## src/common/lrt_params.svh

```systemverilog
// Constants: register map, field positions, reset values and timing for the light result core
// Behaviour
// Period codes 0..11 select 0.6ms up to 800ms conversion periods.
// A conversion period runs from start until the result registers are written.
// Each result is a 4-bit range index plus a 20-bit linear fraction.
// Fraction splits into upper 12 bits and lower 8 bits: upper*256+lower.
// Range index holds the range really used, automatic or manual.
// Linear count is fraction shifted left by range index, 28 bits wide.
// High and low limits each hold a 12-bit fraction and 4-bit range index.
// Limits expand by shifting fraction left by eight plus range index.
// Count above high limit is a high event; below low limit a low event.
// Flags change only after the programmed number of consecutive events.
// Fault-count setting 2 demands four consecutive qualifying measurements.
// Only 9 plus period code fraction bits are kept; lower bits read zero.
// Near-infrared range index stops at 6; visible index may reach 8.
// Fraction and range fields of a channel update together per conversion.
`ifndef LRT_PARAMS_SVH
`define LRT_PARAMS_SVH

`define LRT_CLK_MHZ       25
`define LRT_T0_US         600
`define LRT_T1_US         1000
`define LRT_T2_US         1800
`define LRT_T3_US         3400
`define LRT_T4_US         6500
`define LRT_T5_US         12700
`define LRT_T6_US         25000
`define LRT_T7_US         50000
`define LRT_T8_US         100000
`define LRT_T9_US         200000
`define LRT_T10_US        400000
`define LRT_T11_US        800000
`define LRT_CODE_MAX      4'hb
`define LRT_BASE_BITS     9
`define LRT_FRAC_W        20
`define LRT_UPPER_W       12
`define LRT_LOWER_W       8
`define LRT_COUNT_W       28
`define LRT_LIM_W         36
`define LRT_VIS_RANGE_MAX 4'h8
`define LRT_NIR_RANGE_MAX 4'h6
`define LRT_RANGE_AUTO    4'hc

`define LRT_OFS_CONFIG    6'h00
`define LRT_OFS_THR_HI    6'h04
`define LRT_OFS_THR_LO    6'h08
`define LRT_OFS_CH0_UP    6'h0c
`define LRT_OFS_CH0_LOW   6'h10
`define LRT_OFS_CH1_UP    6'h14
`define LRT_OFS_CH1_LOW   6'h18
`define LRT_OFS_CH0_CNT   6'h1c
`define LRT_OFS_CH1_CNT   6'h20
`define LRT_OFS_INT_STAT  6'h24
`define LRT_OFS_INT_CLR   6'h28
`define LRT_OFS_INT_EN    6'h2c
`define LRT_OFS_FLAGS     6'h30

`define LRT_CFG_RUN       0
`define LRT_CFG_CODE_LSB  1
`define LRT_CFG_RANGE_LSB 5
`define LRT_CFG_FC_LSB    9
`define LRT_CFG_SEL_BIT   11
`define LRT_CFG_RESET     12'h180
`define LRT_THR_HI_RESET  16'hbfff
`define LRT_THR_LO_RESET  16'h0000
`define LRT_INT_W         4

`endif

```

## src/common/lrt_pkg.sv

```systemverilog
// Types shared by the light result core
package lrt_pkg;
  typedef enum logic [1:0] {
    LRT_IDLE = 2'b00,
    LRT_CONV = 2'b01,
    LRT_LOAD = 2'b10
  } lrt_state_t;
endpackage

```

## src/rtl/lrt_fault_filter.sv

```systemverilog
// Limit expansion, window compare and consecutive fault filtering
`include "lrt_params.svh"
module lrt_fault_filter (
  input  wire logic                    clk,
  input  wire logic                    rst_n,
  input  wire logic                    sample_valid,
  input  wire logic [`LRT_COUNT_W-1:0] count,
  input  wire logic [11:0]             hi_frac,
  input  wire logic [3:0]              hi_exp,
  input  wire logic [11:0]             lo_frac,
  input  wire logic [3:0]              lo_exp,
  input  wire logic [1:0]              fault_count,
  output logic                         flag_h,
  output logic                         flag_l
);
  logic [`LRT_LIM_W-1:0] hi_lim;
  logic [`LRT_LIM_W-1:0] lo_lim;
  logic [`LRT_LIM_W-1:0] cnt_wide;
  logic                  hi_evt;
  logic                  lo_evt;
  logic [3:0]            need;
  logic [3:0]            hcnt;
  logic [3:0]            lcnt;
  logic [3:0]            hok;
  logic [3:0]            lok;

  // Settings 0..3 need 1, 2, 4, 8 measurements in a row
  function automatic logic [3:0] decode_need(input logic [1:0] fc);
    decode_need = 4'h1 << fc;
  endfunction

  assign need     = decode_need(fault_count);
  // Zero-filled low bits; 36 bits so an exponent of 15 cannot overflow
  assign hi_lim   = {24'h000000, hi_frac} << (5'h08 + {1'b0, hi_exp});
  assign lo_lim   = {24'h000000, lo_frac} << (5'h08 + {1'b0, lo_exp});
  assign cnt_wide = {8'h00, count};
  assign hi_evt   = cnt_wide > hi_lim;
  assign lo_evt   = cnt_wide < lo_lim;

  // Run lengths saturate at need; a break in the run starts it over
  always_ff @(posedge clk or negedge rst_n)
  begin
    if (!rst_n)
    begin
      hcnt <= 4'h0;
      lcnt <= 4'h0;
      hok  <= 4'h0;
      lok  <= 4'h0;
    end
    else if (sample_valid)
    begin
      hcnt <= hi_evt ? ((hcnt >= need) ? need : hcnt + 4'h1) : 4'h0;
      lcnt <= lo_evt ? ((lcnt >= need) ? need : lcnt + 4'h1) : 4'h0;
      hok  <= !hi_evt ? ((hok >= need) ? need : hok + 4'h1) : 4'h0;
      lok  <= !lo_evt ? ((lok >= need) ? need : lok + 4'h1) : 4'h0;
    end
  end

  // Flags clear with the same hysteresis so a noisy edge cannot chatter them
  always_ff @(posedge clk or negedge rst_n)
  begin
    if (!rst_n)
    begin
      flag_h <= 1'b0;
      flag_l <= 1'b0;
    end
    else if (sample_valid)
    begin
      if (hi_evt && hcnt + 4'h1 >= need)
        flag_h <= 1'b1;
      else if (!hi_evt && hok + 4'h1 >= need)
        flag_h <= 1'b0;
      if (lo_evt && lcnt + 4'h1 >= need)
        flag_l <= 1'b1;
      else if (!lo_evt && lok + 4'h1 >= need)
        flag_l <= 1'b0;
    end
  end

  a_hi_zero_fill: assert property (@(posedge clk) disable iff (!rst_n)
    hi_lim[7:0] == 8'h00 && lo_lim[7:0] == 8'h00)
    else $error("limit low bits not zero filled");
  a_flag_h_run: assert property (@(posedge clk) disable iff (!rst_n)
    sample_valid && hi_evt && hcnt == need - 4'h1 |=> flag_h)
    else $error("high flag not set after full run");
  a_four_needed: assert property (@(posedge clk) disable iff (!rst_n)
    $rose(flag_h) && fault_count == 2'h2 |-> $past(hcnt) == 4'h3)
    else $error("high flag rose without four events");
  a_low_event: assert property (@(posedge clk) disable iff (!rst_n)
    sample_valid && lo_evt && lcnt == need - 4'h1 |=> flag_l)
    else $error("low flag not set after full run");
endmodule // lrt_fault_filter

```

## src/rtl/lrt_core.sv

```systemverilog
// Conversion timing, result formatting, register slave and interrupt logic
//
// Added by the designer: the address map and the Avalon-MM slave port.
`include "lrt_params.svh"
module lrt_core #(
  parameter int unsigned CYC_PER_US = `LRT_CLK_MHZ
) (
  input  wire logic                    clk,
  input  wire logic                    rst_n,
  input  wire logic [5:0]              avs_address,
  input  wire logic                    avs_read,
  input  wire logic                    avs_write,
  input  wire logic [31:0]             avs_writedata,
  input  wire logic [3:0]              avs_byteenable,
  output logic [31:0]                  avs_readdata,
  output logic                         avs_waitrequest,
  input  wire logic [`LRT_FRAC_W-1:0]  meas_frac_vis,
  input  wire logic [`LRT_FRAC_W-1:0]  meas_frac_nir,
  input  wire logic [3:0]              auto_range_vis,
  input  wire logic [3:0]              auto_range_nir,
  output logic                         meas_chan,
  output logic                         irq
);
  lrt_pkg::lrt_state_t state;
  logic [11:0]              cfg;
  logic [15:0]              thr_hi;
  logic [15:0]              thr_lo;
  logic [`LRT_FRAC_W-1:0]   ch0_frac;
  logic [3:0]               ch0_range;
  logic [`LRT_COUNT_W-1:0]  ch0_count;
  logic [`LRT_FRAC_W-1:0]   ch1_frac;
  logic [3:0]               ch1_range;
  logic [`LRT_COUNT_W-1:0]  ch1_count;
  logic [31:0]              tick;
  logic [31:0]              period;
  logic                     ack;
  logic                     wr_go;
  logic                     rd_go;
  logic [3:0]               code;
  logic [3:0]               range_set;
  logic [3:0]               next_range;
  logic [`LRT_FRAC_W-1:0]   next_frac;
  logic                     cmp_valid;
  logic [`LRT_COUNT_W-1:0]  cmp_count;
  logic                     flag_h;
  logic                     flag_l;
  logic                     flag_h_d;
  logic                     flag_l_d;
  logic [`LRT_INT_W-1:0]    int_stat;
  logic [`LRT_INT_W-1:0]    int_en;
  logic [`LRT_INT_W-1:0]    int_evt;
  logic [`LRT_INT_W-1:0]    int_clr;
  logic [31:0]              wdata;
  logic [31:0]              cfg_m;
  logic [31:0]              thr_hi_m;
  logic [31:0]              thr_lo_m;

  // Conversion period in microseconds per code
  function automatic logic [31:0] period_us(input logic [3:0] c);
    case (c)
      4'h0:    period_us = `LRT_T0_US;
      4'h1:    period_us = `LRT_T1_US;
      4'h2:    period_us = `LRT_T2_US;
      4'h3:    period_us = `LRT_T3_US;
      4'h4:    period_us = `LRT_T4_US;
      4'h5:    period_us = `LRT_T5_US;
      4'h6:    period_us = `LRT_T6_US;
      4'h7:    period_us = `LRT_T7_US;
      4'h8:    period_us = `LRT_T8_US;
      4'h9:    period_us = `LRT_T9_US;
      4'ha:    period_us = `LRT_T10_US;
      default: period_us = `LRT_T11_US;
    endcase
  endfunction

  // Keeps the 9 + code top fraction bits; resolution below that is not real
  function automatic logic [`LRT_FRAC_W-1:0] frac_mask(input logic [3:0] c);
    logic [4:0] drop;
    drop      = 5'(`LRT_FRAC_W - `LRT_BASE_BITS) - {1'b0, c};
    frac_mask = {`LRT_FRAC_W{1'b1}} << drop;
  endfunction

  // Range used by a channel, bounded by how many ranges it has
  function automatic logic [3:0] pick_range(input logic [3:0] setting, input logic [3:0] autor,
                                            input logic [3:0] lim);
    logic [3:0] r;
    r          = (setting == `LRT_RANGE_AUTO) ? autor : setting;
    pick_range = (r > lim) ? lim : r;
  endfunction

  // Codes above 11 are held at the longest period
  assign code      = (cfg[`LRT_CFG_CODE_LSB+:4] > `LRT_CODE_MAX) ? `LRT_CODE_MAX
                                                                 : cfg[`LRT_CFG_CODE_LSB+:4];
  assign range_set = cfg[`LRT_CFG_RANGE_LSB+:4];
  assign period    = period_us(code) * CYC_PER_US;

  always_comb
  begin
    if (meas_chan)
    begin
      next_range = pick_range(range_set, auto_range_nir, `LRT_NIR_RANGE_MAX);
      next_frac  = meas_frac_nir & frac_mask(code);
    end
    else
    begin
      next_range = pick_range(range_set, auto_range_vis, `LRT_VIS_RANGE_MAX);
      next_frac  = meas_frac_vis & frac_mask(code);
    end
  end

  // Timer runs to period-1 with the final cycle spent loading the result
  always_ff @(posedge clk or negedge rst_n)
  begin
    if (!rst_n)
    begin
      state     <= lrt_pkg::LRT_IDLE;
      tick      <= 32'h0000_0000;
      meas_chan <= 1'b0;
    end
    else
    begin
      case (state)
        lrt_pkg::LRT_IDLE:
        begin
          tick <= 32'h0000_0000;
          if (cfg[`LRT_CFG_RUN])
            state <= lrt_pkg::LRT_CONV;
        end
        lrt_pkg::LRT_CONV:
        begin
          tick <= tick + 32'h0000_0001;
          if (tick >= period - 32'h0000_0002)
            state <= lrt_pkg::LRT_LOAD;
        end
        lrt_pkg::LRT_LOAD:
        begin
          tick      <= 32'h0000_0000;
          meas_chan <= ~meas_chan;
          state     <= cfg[`LRT_CFG_RUN] ? lrt_pkg::LRT_CONV : lrt_pkg::LRT_IDLE;
        end
        default:
          state <= lrt_pkg::LRT_IDLE;
      endcase
    end
  end

  // Fraction, range and count move in one edge so a read never mixes two conversions
  always_ff @(posedge clk or negedge rst_n)
  begin
    if (!rst_n)
    begin
      ch0_frac  <= 20'h00000;
      ch0_range <= 4'h0;
      ch0_count <= 28'h0000000;
      ch1_frac  <= 20'h00000;
      ch1_range <= 4'h0;
      ch1_count <= 28'h0000000;
    end
    else if (state == lrt_pkg::LRT_LOAD)
    begin
      if (meas_chan)
      begin
        ch1_frac  <= next_frac;
        ch1_range <= next_range;
        ch1_count <= {8'h00, next_frac} << next_range;
      end
      else
      begin
        ch0_frac  <= next_frac;
        ch0_range <= next_range;
        ch0_count <= {8'h00, next_frac} << next_range;
      end
    end
  end

  // The comparator watches the channel chosen in the configuration
  always_ff @(posedge clk or negedge rst_n)
  begin
    if (!rst_n)
      cmp_valid <= 1'b0;
    else
      cmp_valid <= (state == lrt_pkg::LRT_LOAD) && (meas_chan == cfg[`LRT_CFG_SEL_BIT]);
  end

  assign cmp_count = cfg[`LRT_CFG_SEL_BIT] ? ch1_count : ch0_count;

  lrt_fault_filter u_filter (
    .clk          (clk),
    .rst_n        (rst_n),
    .sample_valid (cmp_valid),
    .count        (cmp_count),
    .hi_frac      (thr_hi[11:0]),
    .hi_exp       (thr_hi[15:12]),
    .lo_frac      (thr_lo[11:0]),
    .lo_exp       (thr_lo[15:12]),
    .fault_count  (cfg[`LRT_CFG_FC_LSB+:2]),
    .flag_h       (flag_h),
    .flag_l       (flag_l)
  );

  // One wait state per access: a read is taken on the cycle it shows and answered next; a write is taken on the next cycle
  assign avs_waitrequest = (avs_read || avs_write) && !ack;
  assign wr_go           = avs_write && ack;
  assign rd_go           = avs_read && !ack;

  always_ff @(posedge clk or negedge rst_n)
  begin
    if (!rst_n)
      ack <= 1'b0;
    else
      ack <= (avs_read || avs_write) && !ack;
  end

  // Byte lanes merge into the old word so partial writes keep the other bytes
  function automatic logic [31:0] merge(input logic [31:0] old, input logic [31:0] nw,
                                        input logic [3:0] be);
    for (int i = 0; i < 4; i++)
      merge[8*i+:8] = be[i] ? nw[8*i+:8] : old[8*i+:8];
  endfunction

  assign wdata = avs_writedata;

  // Merged words are formed whole and cut to register width at the write
  assign cfg_m    = merge({20'h00000, cfg}, wdata, avs_byteenable);
  assign thr_hi_m = merge({16'h0000, thr_hi}, wdata, avs_byteenable);
  assign thr_lo_m = merge({16'h0000, thr_lo}, wdata, avs_byteenable);

  always_ff @(posedge clk or negedge rst_n)
  begin
    if (!rst_n)
    begin
      cfg    <= `LRT_CFG_RESET;
      thr_hi <= `LRT_THR_HI_RESET;
      thr_lo <= `LRT_THR_LO_RESET;
      int_en <= 4'h0;
    end
    else if (wr_go)
    begin
      if (avs_address == `LRT_OFS_CONFIG)
        cfg <= cfg_m[11:0];
      else if (avs_address == `LRT_OFS_THR_HI)
        thr_hi <= thr_hi_m[15:0];
      else if (avs_address == `LRT_OFS_THR_LO)
        thr_lo <= thr_lo_m[15:0];
      else if (avs_address == `LRT_OFS_INT_EN && avs_byteenable[0])
        int_en <= wdata[`LRT_INT_W-1:0];
    end
  end

  // Events: visible done, infrared done, high flag rise, low flag rise
  always_ff @(posedge clk or negedge rst_n)
  begin
    if (!rst_n)
    begin
      flag_h_d <= 1'b0;
      flag_l_d <= 1'b0;
    end
    else
    begin
      flag_h_d <= flag_h;
      flag_l_d <= flag_l;
    end
  end

  assign int_evt = {flag_l && !flag_l_d, flag_h && !flag_h_d,
                    state == lrt_pkg::LRT_LOAD && meas_chan,
                    state == lrt_pkg::LRT_LOAD && !meas_chan};
  assign int_clr = (wr_go && avs_address == `LRT_OFS_INT_CLR && avs_byteenable[0])
                   ? wdata[`LRT_INT_W-1:0] : 4'h0;

  // A new event beats a clear landing in the same cycle
  always_ff @(posedge clk or negedge rst_n)
  begin
    if (!rst_n)
      int_stat <= 4'h0;
    else
      int_stat <= (int_stat & ~int_clr) | int_evt;
  end

  assign irq = |(int_stat & int_en);

  always_ff @(posedge clk or negedge rst_n)
  begin
    if (!rst_n)
      avs_readdata <= 32'h0000_0000;
    else if (rd_go)
    begin
      if (avs_address == `LRT_OFS_CONFIG)
        avs_readdata <= {20'h00000, cfg};
      else if (avs_address == `LRT_OFS_THR_HI)
        avs_readdata <= {16'h0000, thr_hi};
      else if (avs_address == `LRT_OFS_THR_LO)
        avs_readdata <= {16'h0000, thr_lo};
      else if (avs_address == `LRT_OFS_CH0_UP)
        avs_readdata <= {16'h0000, ch0_range, ch0_frac[19:8]};
      else if (avs_address == `LRT_OFS_CH0_LOW)
        avs_readdata <= {24'h000000, ch0_frac[7:0]};
      else if (avs_address == `LRT_OFS_CH1_UP)
        avs_readdata <= {16'h0000, ch1_range, ch1_frac[19:8]};
      else if (avs_address == `LRT_OFS_CH1_LOW)
        avs_readdata <= {24'h000000, ch1_frac[7:0]};
      else if (avs_address == `LRT_OFS_CH0_CNT)
        avs_readdata <= {4'h0, ch0_count};
      else if (avs_address == `LRT_OFS_CH1_CNT)
        avs_readdata <= {4'h0, ch1_count};
      else if (avs_address == `LRT_OFS_INT_STAT)
        avs_readdata <= {28'h0000000, int_stat};
      else if (avs_address == `LRT_OFS_INT_EN)
        avs_readdata <= {28'h0000000, int_en};
      else if (avs_address == `LRT_OFS_FLAGS)
        avs_readdata <= {30'h00000000, flag_l, flag_h};
      else
        avs_readdata <= 32'h0000_0000;
    end
  end

  a_wait_one_cycle: assert property (@(posedge clk) disable iff (!rst_n)
    $rose(avs_read) |-> avs_waitrequest ##1 !avs_waitrequest)
    else $error("read not answered after one wait state");
  a_period_end: assert property (@(posedge clk) disable iff (!rst_n)
    state == lrt_pkg::LRT_CONV && tick == period - 32'h0000_0002 |=> state == lrt_pkg::LRT_LOAD)
    else $error("result load missed period end");
  a_code0_length: assert property (@(posedge clk) disable iff (!rst_n)
    state == lrt_pkg::LRT_LOAD && code == 4'h0 |-> $past(tick) == period - 32'h0000_0002)
    else $error("period length wrong");
  a_nir_range: assert property (@(posedge clk) disable iff (!rst_n)
    ch1_range <= `LRT_NIR_RANGE_MAX && ch0_range <= `LRT_VIS_RANGE_MAX)
    else $error("range index above channel limit");
  a_count_form: assert property (@(posedge clk) disable iff (!rst_n)
    ch0_count == ({8'h00, ch0_frac} << ch0_range))
    else $error("linear count not fraction shifted by range");
  a_frac_resolve: assert property (@(posedge clk) disable iff (!rst_n)
    state == lrt_pkg::LRT_LOAD && !meas_chan && $stable(cfg)
    |=> (ch0_frac & ~frac_mask(code)) == 20'h00000)
    else $error("unresolved fraction bits not zero");
  a_fields_together: assert property (@(posedge clk) disable iff (!rst_n)
    $changed(ch0_range) |-> $past(state) == lrt_pkg::LRT_LOAD && !$past(meas_chan))
    else $error("range changed outside result load");
  a_manual_range: assert property (@(posedge clk) disable iff (!rst_n)
    state == lrt_pkg::LRT_LOAD && !meas_chan && range_set <= `LRT_VIS_RANGE_MAX
    |=> ch0_range == $past(range_set))
    else $error("manual range not reported");
  a_irq_level: assert property (@(posedge clk) disable iff (!rst_n)
    int_evt[0] && int_en[0] |=> irq)
    else $error("enabled event gave no interrupt");
  a_set_beats_clr: assert property (@(posedge clk) disable iff (!rst_n)
    int_evt[1] |=> int_stat[1])
    else $error("new event lost to a clear");
  a_stat_vis_set: assert property (@(posedge clk) disable iff (!rst_n)
    int_evt[0] |=> int_stat[0])
    else $error("visible done event not recorded");
endmodule // lrt_core

```

## config.mk

```make
export PLATFORM = sky130hd
export DESIGN_NAME = lrt_core
export DESIGN_NICKNAME = d
export VERILOG_FILES = /design/src/common/lrt_pkg.sv /design/src/rtl/lrt_fault_filter.sv /design/src/rtl/lrt_core.sv
export VERILOG_INCLUDE_DIRS = /design/src /design/src/common
export SDC_FILE = /design/constraint.sdc
export NUM_CORES = 1
export LEC_CHECK = 0
export ABC_AREA = 1
export BUFFER_PORTS_ARGS = -buffer_cell sky130_fd_sc_hd__buf_4
export CAP_MARGIN = 15
export CORE_MARGIN = 3
export CORE_UTILIZATION = 46
export CTS_CLUSTER_SIZE = 40
export DETAILED_ROUTE_END_ITERATION = 8
export MAX_ROUTING_LAYER = met4
export PLACE_DENSITY = 0.64
export RECOVER_POWER = 50
export SKIP_CTS_REPAIR_TIMING = 1
export SYNTH_ARGS = -nofsm -noshare
export SYNTH_HDL_FRONTEND = slang
export SYNTH_HIERARCHICAL = 1
export SYNTH_SLANG_ARGS = --single-unit
```

## constraint.sdc

```tcl
create_clock -name clk -period 14.73 [get_ports clk]
set_clock_uncertainty 0.15 [all_clocks]
set_input_delay 0.7365 -clock clk [delete_from_list [all_inputs] [get_ports clk]]
set_output_delay 0.7365 -clock clk [all_outputs]
set_load 0.01 [all_outputs]
```

==> results of run 1 <==
==> registers in the layout, indices dropped and copies added, names as in the netlist, 2 cells and up <==
| signal | cells |
|---|---|
| u_filter/hcnt | 4 |
| cfg | 12 |
| ch0_range | 4 |
| u_filter/lcnt | 4 |
| thr_hi | 16 |
| thr_lo | 16 |
| ch0_frac | 20 |
| int_stat | 4 |
| u_filter/hok | 4 |
| int_en | 4 |
| u_filter/lok | 4 |
| avs_readdata | 28 |
| ch1_count | 28 |
| state | 2 |
| ch0_count | 28 |
| ch1_range | 4 |
| ch1_frac | 20 |
| tick | 32 |
==> layout by cell type (no fill, tap or decap), types with 14 or more instances in the layout <==
cell / instances
o211ai_1: 17
dfrtp_1: 224
nor3_1: 21
o21ai_0: 272
nand3_1: 241
a221oi_1: 16
ha_1: 182
fa_1: 14
a21oi_1: 111
inv_1: 245
dfstp_2: 17
xor2_1: 17
nand4_1: 35
clkbuf_1: 38
xnor2_1: 16
nand2_1: 799
buf_4: 90
nor2_1: 160
clkbuf_16: 27
==> final timing paths <==
| check | start | end | slack [ps] | depth (start not counted) |
|---|---|---|---|---|
| setup reg to reg | cfg[4]$_DFFE_PN0P_ | state[0]$_DFFE_PN0P_ | 8090 | 25 |
| setup / recovery | rst_n | ch0_frac[7]$_DFFE_PN0P_ | 6960 | 2 |
| max in group clk | cfg[4]$_DFFE_PN0P_ | state[0]$_DFFE_PN0P_ | 8090 | 25 |
| min in group asynchronous | rst_n | avs_readdata[20]$_DFFE_PN0P_ | 1830 | 1 |
| hold / removal | flag_l_d$_DFF_PN0_ | int_stat[3]$_DFF_PN0_ | 280 | 1 |
| hold reg to reg | flag_l_d$_DFF_PN0_ | int_stat[3]$_DFF_PN0_ | 280 | 1 |
==> cell families (layout without fill, tap and decap cells) <==
group | after synthesis | count (layout) | synth area share
other cells | 3 | 7 | 0.000601
flops | 241 | 241 | 0.323
mux | 3 | 3 | 0.00160
compound gates | 493 | 493 | 0.147
fa+ha+maj | 196 | 196 | 0.137
buf+inv | 359 | 433 | 0.0785
xor+xnor | 33 | 33 | 0.0154
simple gates | 1311 | 1311 | 0.297
==> through the flow <==
stage / area, µm² / util / instances / hold WS, ps / worst slack (ps)
final: 20600 / 0.515 / 3242 / 282 / 6960
after global placement: 19900 / 0.496 / 3193 / 260 / 8200
after CTS: 20700 / 0.518 / 3242 / 70.0 / 8140
after detailed placement: 19900 / 0.496 / 3193 / 280 / 8140
after global routing: 20600 / 0.515 / 3242 / 293 / 5340
after floorplan: 18800 / - / 2643 / 250 / 9630
==> area by class of cell <==
cell class,count,area [µm²]
inverters,260,980
fillers,4007,19400
flip-flops and latches,241,6050
multi-input cells,2043,11200
clock buffers,38,777
clock inverters,11,98.8
well taps,525,657
repair buffers,124,807
==> layer usage <==
| layer | vias to the layer above | global-route usage |
|---|---|---|
| met3 | 81 | 0.0316 |
| met1 | 8479 | 0.393 |
| met5 | - | - |
| met2 | 641 | 0.423 |
| met4 | 0 | 0.0630 |
| li1 | 8870 | - |
==> report_power, final <==
part / leakage [nW] / internal (W) / total [W] / switching, W
registers: 2.67 / 0.000682 / 0.000710 / 0.0000279
clock network: 0.425 / 0.000385 / 0.000675 / 0.000290
logic: 7.10 / 0.000229 / 0.000601 / 0.000373
total: 10.2 / 0.00130 / 0.00199 / 0.000690
==> summary.md, run 1 <==
| Metric | Value |
|---|---|
| Status | `finished with violations` |
| Failing checks | `max-capacitance violations, max-slew violations` |
| Post-synth top cells | `nand2_1, o21ai_0, inv_1, nand3_1, dfrtp_1` |
| Minimum clock period after layout | `7770 ps` |
| Largest cells by area after synthesis | `dfrtp_1, nand2_1, ha_1` |
| Crit path DAT | `7330 ps` |
| Syn-to-layout area delta | `9.89%` |
| Startpoint types | `input port` |
| Met3 WL | `4410 µm` |
| Diode count | `0` |
| Initial antenna violation count | `0` |
| First-pass GRT wire length | `93400 µm` |
| Total of max-cap violations | `3` |
| Via count | `18100` |
| Yosys reg bits | `241` |
| Worst skew pair latency | `570 ps` |
| Slowest CP cell | `clkbuf_1` |
| DRC | `0` |
| Antenna-violating nets left | `0` |
| Initial Utilization | `0.468` |
| TritonCTS Buffers | `27` |
| Clock transition at the registers of the reported paths | `60 ps` |
| DR iter-0 viols | `1944` |
| Maximum vdd drop | `0.0793 mV` |
| CP Buf/Inv Count | `2` |
| Critical path's largest stage delay | `3400 ps` |
| Die width | `208 µm` |
| Vias in the first global route | `16800` |
| Yosys top cell area share | `0.299` |
| Rel. slew slack | `-2.28` |
| Yosys warns | `6` |
| Seq/Total Area, Yosys | `0.323` |
| Async set-or-reset flop fraction in the synthesized netlist | `1.00` |
| Fin Setup TNS | `0 ps` |
| Slew Viols, Final | `246` |
| Final period util | `0.528` |
| Crit path cell chain | `clkbuf_1 -> clkbuf_1` |
| Most frequent CP cell | `clkbuf_1` |
| Gr usage total | `0.275` |
| Final setup fails | `0` |
| WL per Instance | `18.2 µm` |
| RSZ-0062 raised after global routing | `false` |
| Nets | `2987` |
| Row cnt | `73` |
| Num Clock Sinks | `241` |
| Met2 Wirelength | `26200 µm` |
| Synth Area per Inst | `7.10 µm²` |
| Num ports | `129` |
| Pwr/cell area | `96.5 nW/µm²` |
| Proportion of layout cells with a drive suffix above 1 | `0.0773` |
| Post-synth design cell area | `18700 µm²` |
| Die outline height | `208 µm` |
| Crit-path max FO | `90` |
| Crit path max-delay family | `buffers and inverters` |
| CTS max path bufs | `3` |
| Vias per cell | `5.57` |
| Die ar. | `43200 µm²` |
| Kind of critical path | `input port to asynchronous set/reset pin` |
| WL met1 | `26900 µm` |
| Routability cong. | `0.956` |
| Total Power | `0.00199 W` |
| Slew @ Worst Pin | `4920 ps` |
| Hold WC Path Type | `register to register` |
| WL final | `59000 µm` |
| PortBufs | `106` |
| Clock tree root buffer cell | `clkbuf_16` |
| Hold Violations, Final | `0` |
| Leak Pwr | `10.2 nW` |
| Post-synth EDFFs | `0` |
| Post-Synthesis Cells | `2639` |
| Total gr overflow | `0` |
| Largest net degree at the start of global routing | `91` |
| Top-count cell post-synth | `nand2_1` |
| Worst EP required | `14290 ps` |
| Synth area leader | `dfrtp_1` |
| Endpoint class of the critical path | `asynchronous set/reset pin` |
| Core area | `40000 µm²` |
| CTS tree | `built` |
| Achievable Freq | `129 MHz` |
| Synth Flop Type | `dfrtp_1` |
| Drt pass-1 iters | `5` |
| DPL Wire Length | `44900 µm` |
| Post-synth cell types | `61` |
| Top Metal Used | `met4` |
| Htree depth | `1` |
(Power assumes the default switching activity.)
==> run 2: changes to the inputs <==
- PLACE_DENSITY: 0.64 -> 0.67
- clock period: 14.73 -> 6.4 ns (I/O delays scaled with it)
==> run 2 against run 1 <==
  * The run ends with negative hold slack, max-capacitance violations, max-slew violations left
  * Sequential cell count unchanged
  * Count of clock-buffer cells in the layout unchanged
  * Non-clock buffer count is 18 higher
  * Final area increased by 1.2%
  * Sequential share of layout area fell by 0.35 points
  * Largest cell class unchanged
==> summary.md, run 2 (synthesis results as in run 1) <==
| Metric | Value |
|---|---|
| Initial Utilization | `0.468 (unchanged)` |
| Final setup fails | `0 (unchanged)` |
| DPL Wire Length | `43100 µm (-4.1%)` |
| CTS max path bufs | `3 (unchanged)` |
| Largest net degree at the start of global routing | `189 (+110%)` |
| Vias per cell | `5.63 (+1.0%)` |
| Syn-to-layout area delta | `11.2%` |
| Diode count | `0 (unchanged)` |
| Nets | `3006 (+0.64%)` |
| Largest register FFs | `32 (unchanged)` |
| Die width | `208 µm (unchanged)` |
| Failing checks | `negative hold slack, max-capacitance violations, max-slew violations` |
| Gr usage total | `0.267 (-0.00870)` |
| Worst setup startpoint | `cfg[1]$_DFFE_PN0P_` |
| Leak Pwr | `10.3 nW (+1.0%)` |
| First-pass GRT wire length | `91400 µm (-2.2%)` |
| Antenna-violating nets left | `0 (unchanged)` |
| Clock tree root buffer cell | `clkbuf_16` |
| Kind of critical path | `register to register` |
| PortBufs | `106 (unchanged)` |
| Total gr overflow | `0 (unchanged)` |
| Commonest non-fill, non-tap cell in the layout | `nand2_1` |
| Proportion of layout cells with a drive suffix above 1 | `0.0779 (+0.000588)` |
| Crit-path max FO | `5 (-94%)` |
| Clock transition at the registers of the reported paths | `70 ps (about the same)` |
| Final instance area | `20800 µm² (+1.2%)` |
| RSZ-0062 raised after global routing | `false` |
| Achievable Freq | `167 MHz` |
| WL per Instance | `17.7 µm (-3.0%)` |
| Core area | `40000 µm² (unchanged)` |
| Worst skew pair latency | `570 ps (about the same)` |
| Num Clock Sinks | `241 (unchanged)` |
| Cell Area, Placed | `19900 µm² (+0.15%)` |
| Biggest register | `tick` |
| Row cnt | `73 (unchanged)` |
| Worst EP required | `6690 ps (-7600 ps)` |
| Fillers | `3971 (-0.90%)` |
| Die ar. | `43200 µm² (unchanged)` |
| Hold WC Path Type | `input port to register` |
| Hold Violations, Final | `1 (+1)` |
| Layout Utilization | `0.521 (+0.00622)` |
| Num ports | `129 (unchanged)` |
| DR iter-0 viols | `2031 (+4.5%)` |
| Final period util | `0.936` |
| Startpoint types | `register` |
| DRC | `0 (unchanged)` |
| Vias in the first global route | `16700 (-0.54%)` |
| Slew @ Worst Pin | `2840 ps (-2080 ps)` |
| Htree depth | `1 (unchanged)` |
| Status | `finished with violations` |
| TritonCTS Buffers | `28 (+3.7%)` |
| Rel. slew slack | `-0.897 (+1.38)` |
| Maximum vdd drop | `0.164 mV (+110%)` |
| Minimum clock period after layout | `5990 ps` |
| WL final | `57500 µm (-2.5%)` |
| Endpoint class of the critical path | `register` |
| Routability cong. | `0.978 (+2.4%)` |
| Die outline height | `208 µm (unchanged)` |
| Crit path DAT | `6280 ps (-1050 ps)` |
| Slew Viols, Final | `244 (-0.81%)` |
| Most frequent cells in the layout | `nand2_1, o21ai_0, inv_1` |
| Min-delay src | `meas_frac_vis[5]` |
| Hold_ws | `-37.9 ps (-320 ps)` |
| Total of max-cap violations | `2 (-1)` |
| CTS tree | `built` |
| Drt pass-1 iters | `6 (+1)` |
| Pwr/cell area | `225 nW/µm² (+130%)` |
| Fin Setup TNS | `0 ps (unchanged)` |
| Via count | `18400 (+1.6%)` |
| Initial antenna violation count | `0 (unchanged)` |
| Worst r2r src | `cfg[1]$_DFFE_PN0P_` |
## run 2: changes by cell type in the layout (fill, tap and decap cells not counted)
cell	change
dlygate4sd3_1	+15
nor2_1	-2
clkbuf_8	-2
clkbuf_16	+2
clkinv_2	-3
nor2_2	+2
clkbuf_4	+1
clkinv_4	+1
clkbuf_1	+2
inv_6	-1
inv_8	+1
bufinv_16	+2
## run 2: layout make-up
cell class | count | area (µm²) | area share
sequential | 241 | 6050 | 0.290
inverter | 260 | 980 | 0.0470
clock buffer | 38 | 800 | 0.0384
clock inverter | 11 | 155 | 0.00745
timing repair buffer | 142 | 972 | 0.0467
tap | 525 | 657 | 0.0315
multi-input combinational | 2043 | 11200 | 0.539
## run 2: stage by stage
step | setup WS (ps) | power (W) | std cells
2_1_floorplan | 1300 | 0.00266 | 2643
6_report | 412 | 0.00470 | 3260
4_1_cts | 508 | 0.00473 | 3244
3_5_place_dp | 532 | 0.00305 | 3195
3_3_place_gp | 654 | 0.00301 | 3195
5_1_grt | 9.86 | 0.00500 | 3260
## run 2: power by group
group	internal, W	switching, W	total, W	leakage [nW]
Sequential	0.00157	0.0000577	0.00163	2.67
Combinational	0.000534	0.000864	0.00140	7.17
Clock	0.000996	0.000673	0.00167	0.457
Total	0.00310	0.00160	0.00470	10.3
## run 2: final timing paths
kind                       depth (start not counted)                            to  slack, ps
max                                               25          state[0]$_DFFE_PN0P_        410
min                                                3       ch0_frac[5]$_DFFE_PN0P_        -40
max reg2reg                                       25          state[0]$_DFFE_PN0P_        410
min reg2reg                                        1         int_stat[2]$_DFF_PN0_        270
max in group asynchronous                          3   avs_readdata[9]$_DFFE_PN0P_       1100
min in group asynchronous                          2  avs_readdata[22]$_DFFE_PN0P_       1080
## run 2: critical path: stages (launching register included)
cell and delay, ps:
dfrtp_1 420, inv_1 150, nand2_1 180, ha_1 340, nand2_1 90, nor2_1 140
nor2_1 60, a21oi_1 270, ha_1 310, fa_1 510, inv_1 40, ha_1 290
ha_1 360, a21oi_1 210, o21ai_0 150, a21o_1 210, a21oi_1 260, o21ai_0 200
a21oi_1 200, xor2_1 100, ha_1 300, nand4_1 70, nor4_1 470, nand4_1 160
nand4_1 150, o21ai_0 80
## run 2: routing by layer
| layer | vias up | part of all wire | track usage | wire length (µm) |
|---|---|---|---|---|
| met5 | - | 0 | - | 0 |
| met3 | 70 | 0.092 | 0.0396 | 5280 |
| met1 | 8649 | 0.47 | 0.395 | 26800 |
| met4 | 0 | 0.016 | 0.0521 | 919 |
| met2 | 736 | 0.43 | 0.389 | 24600 |
| li1 | 8899 | - | - | - |
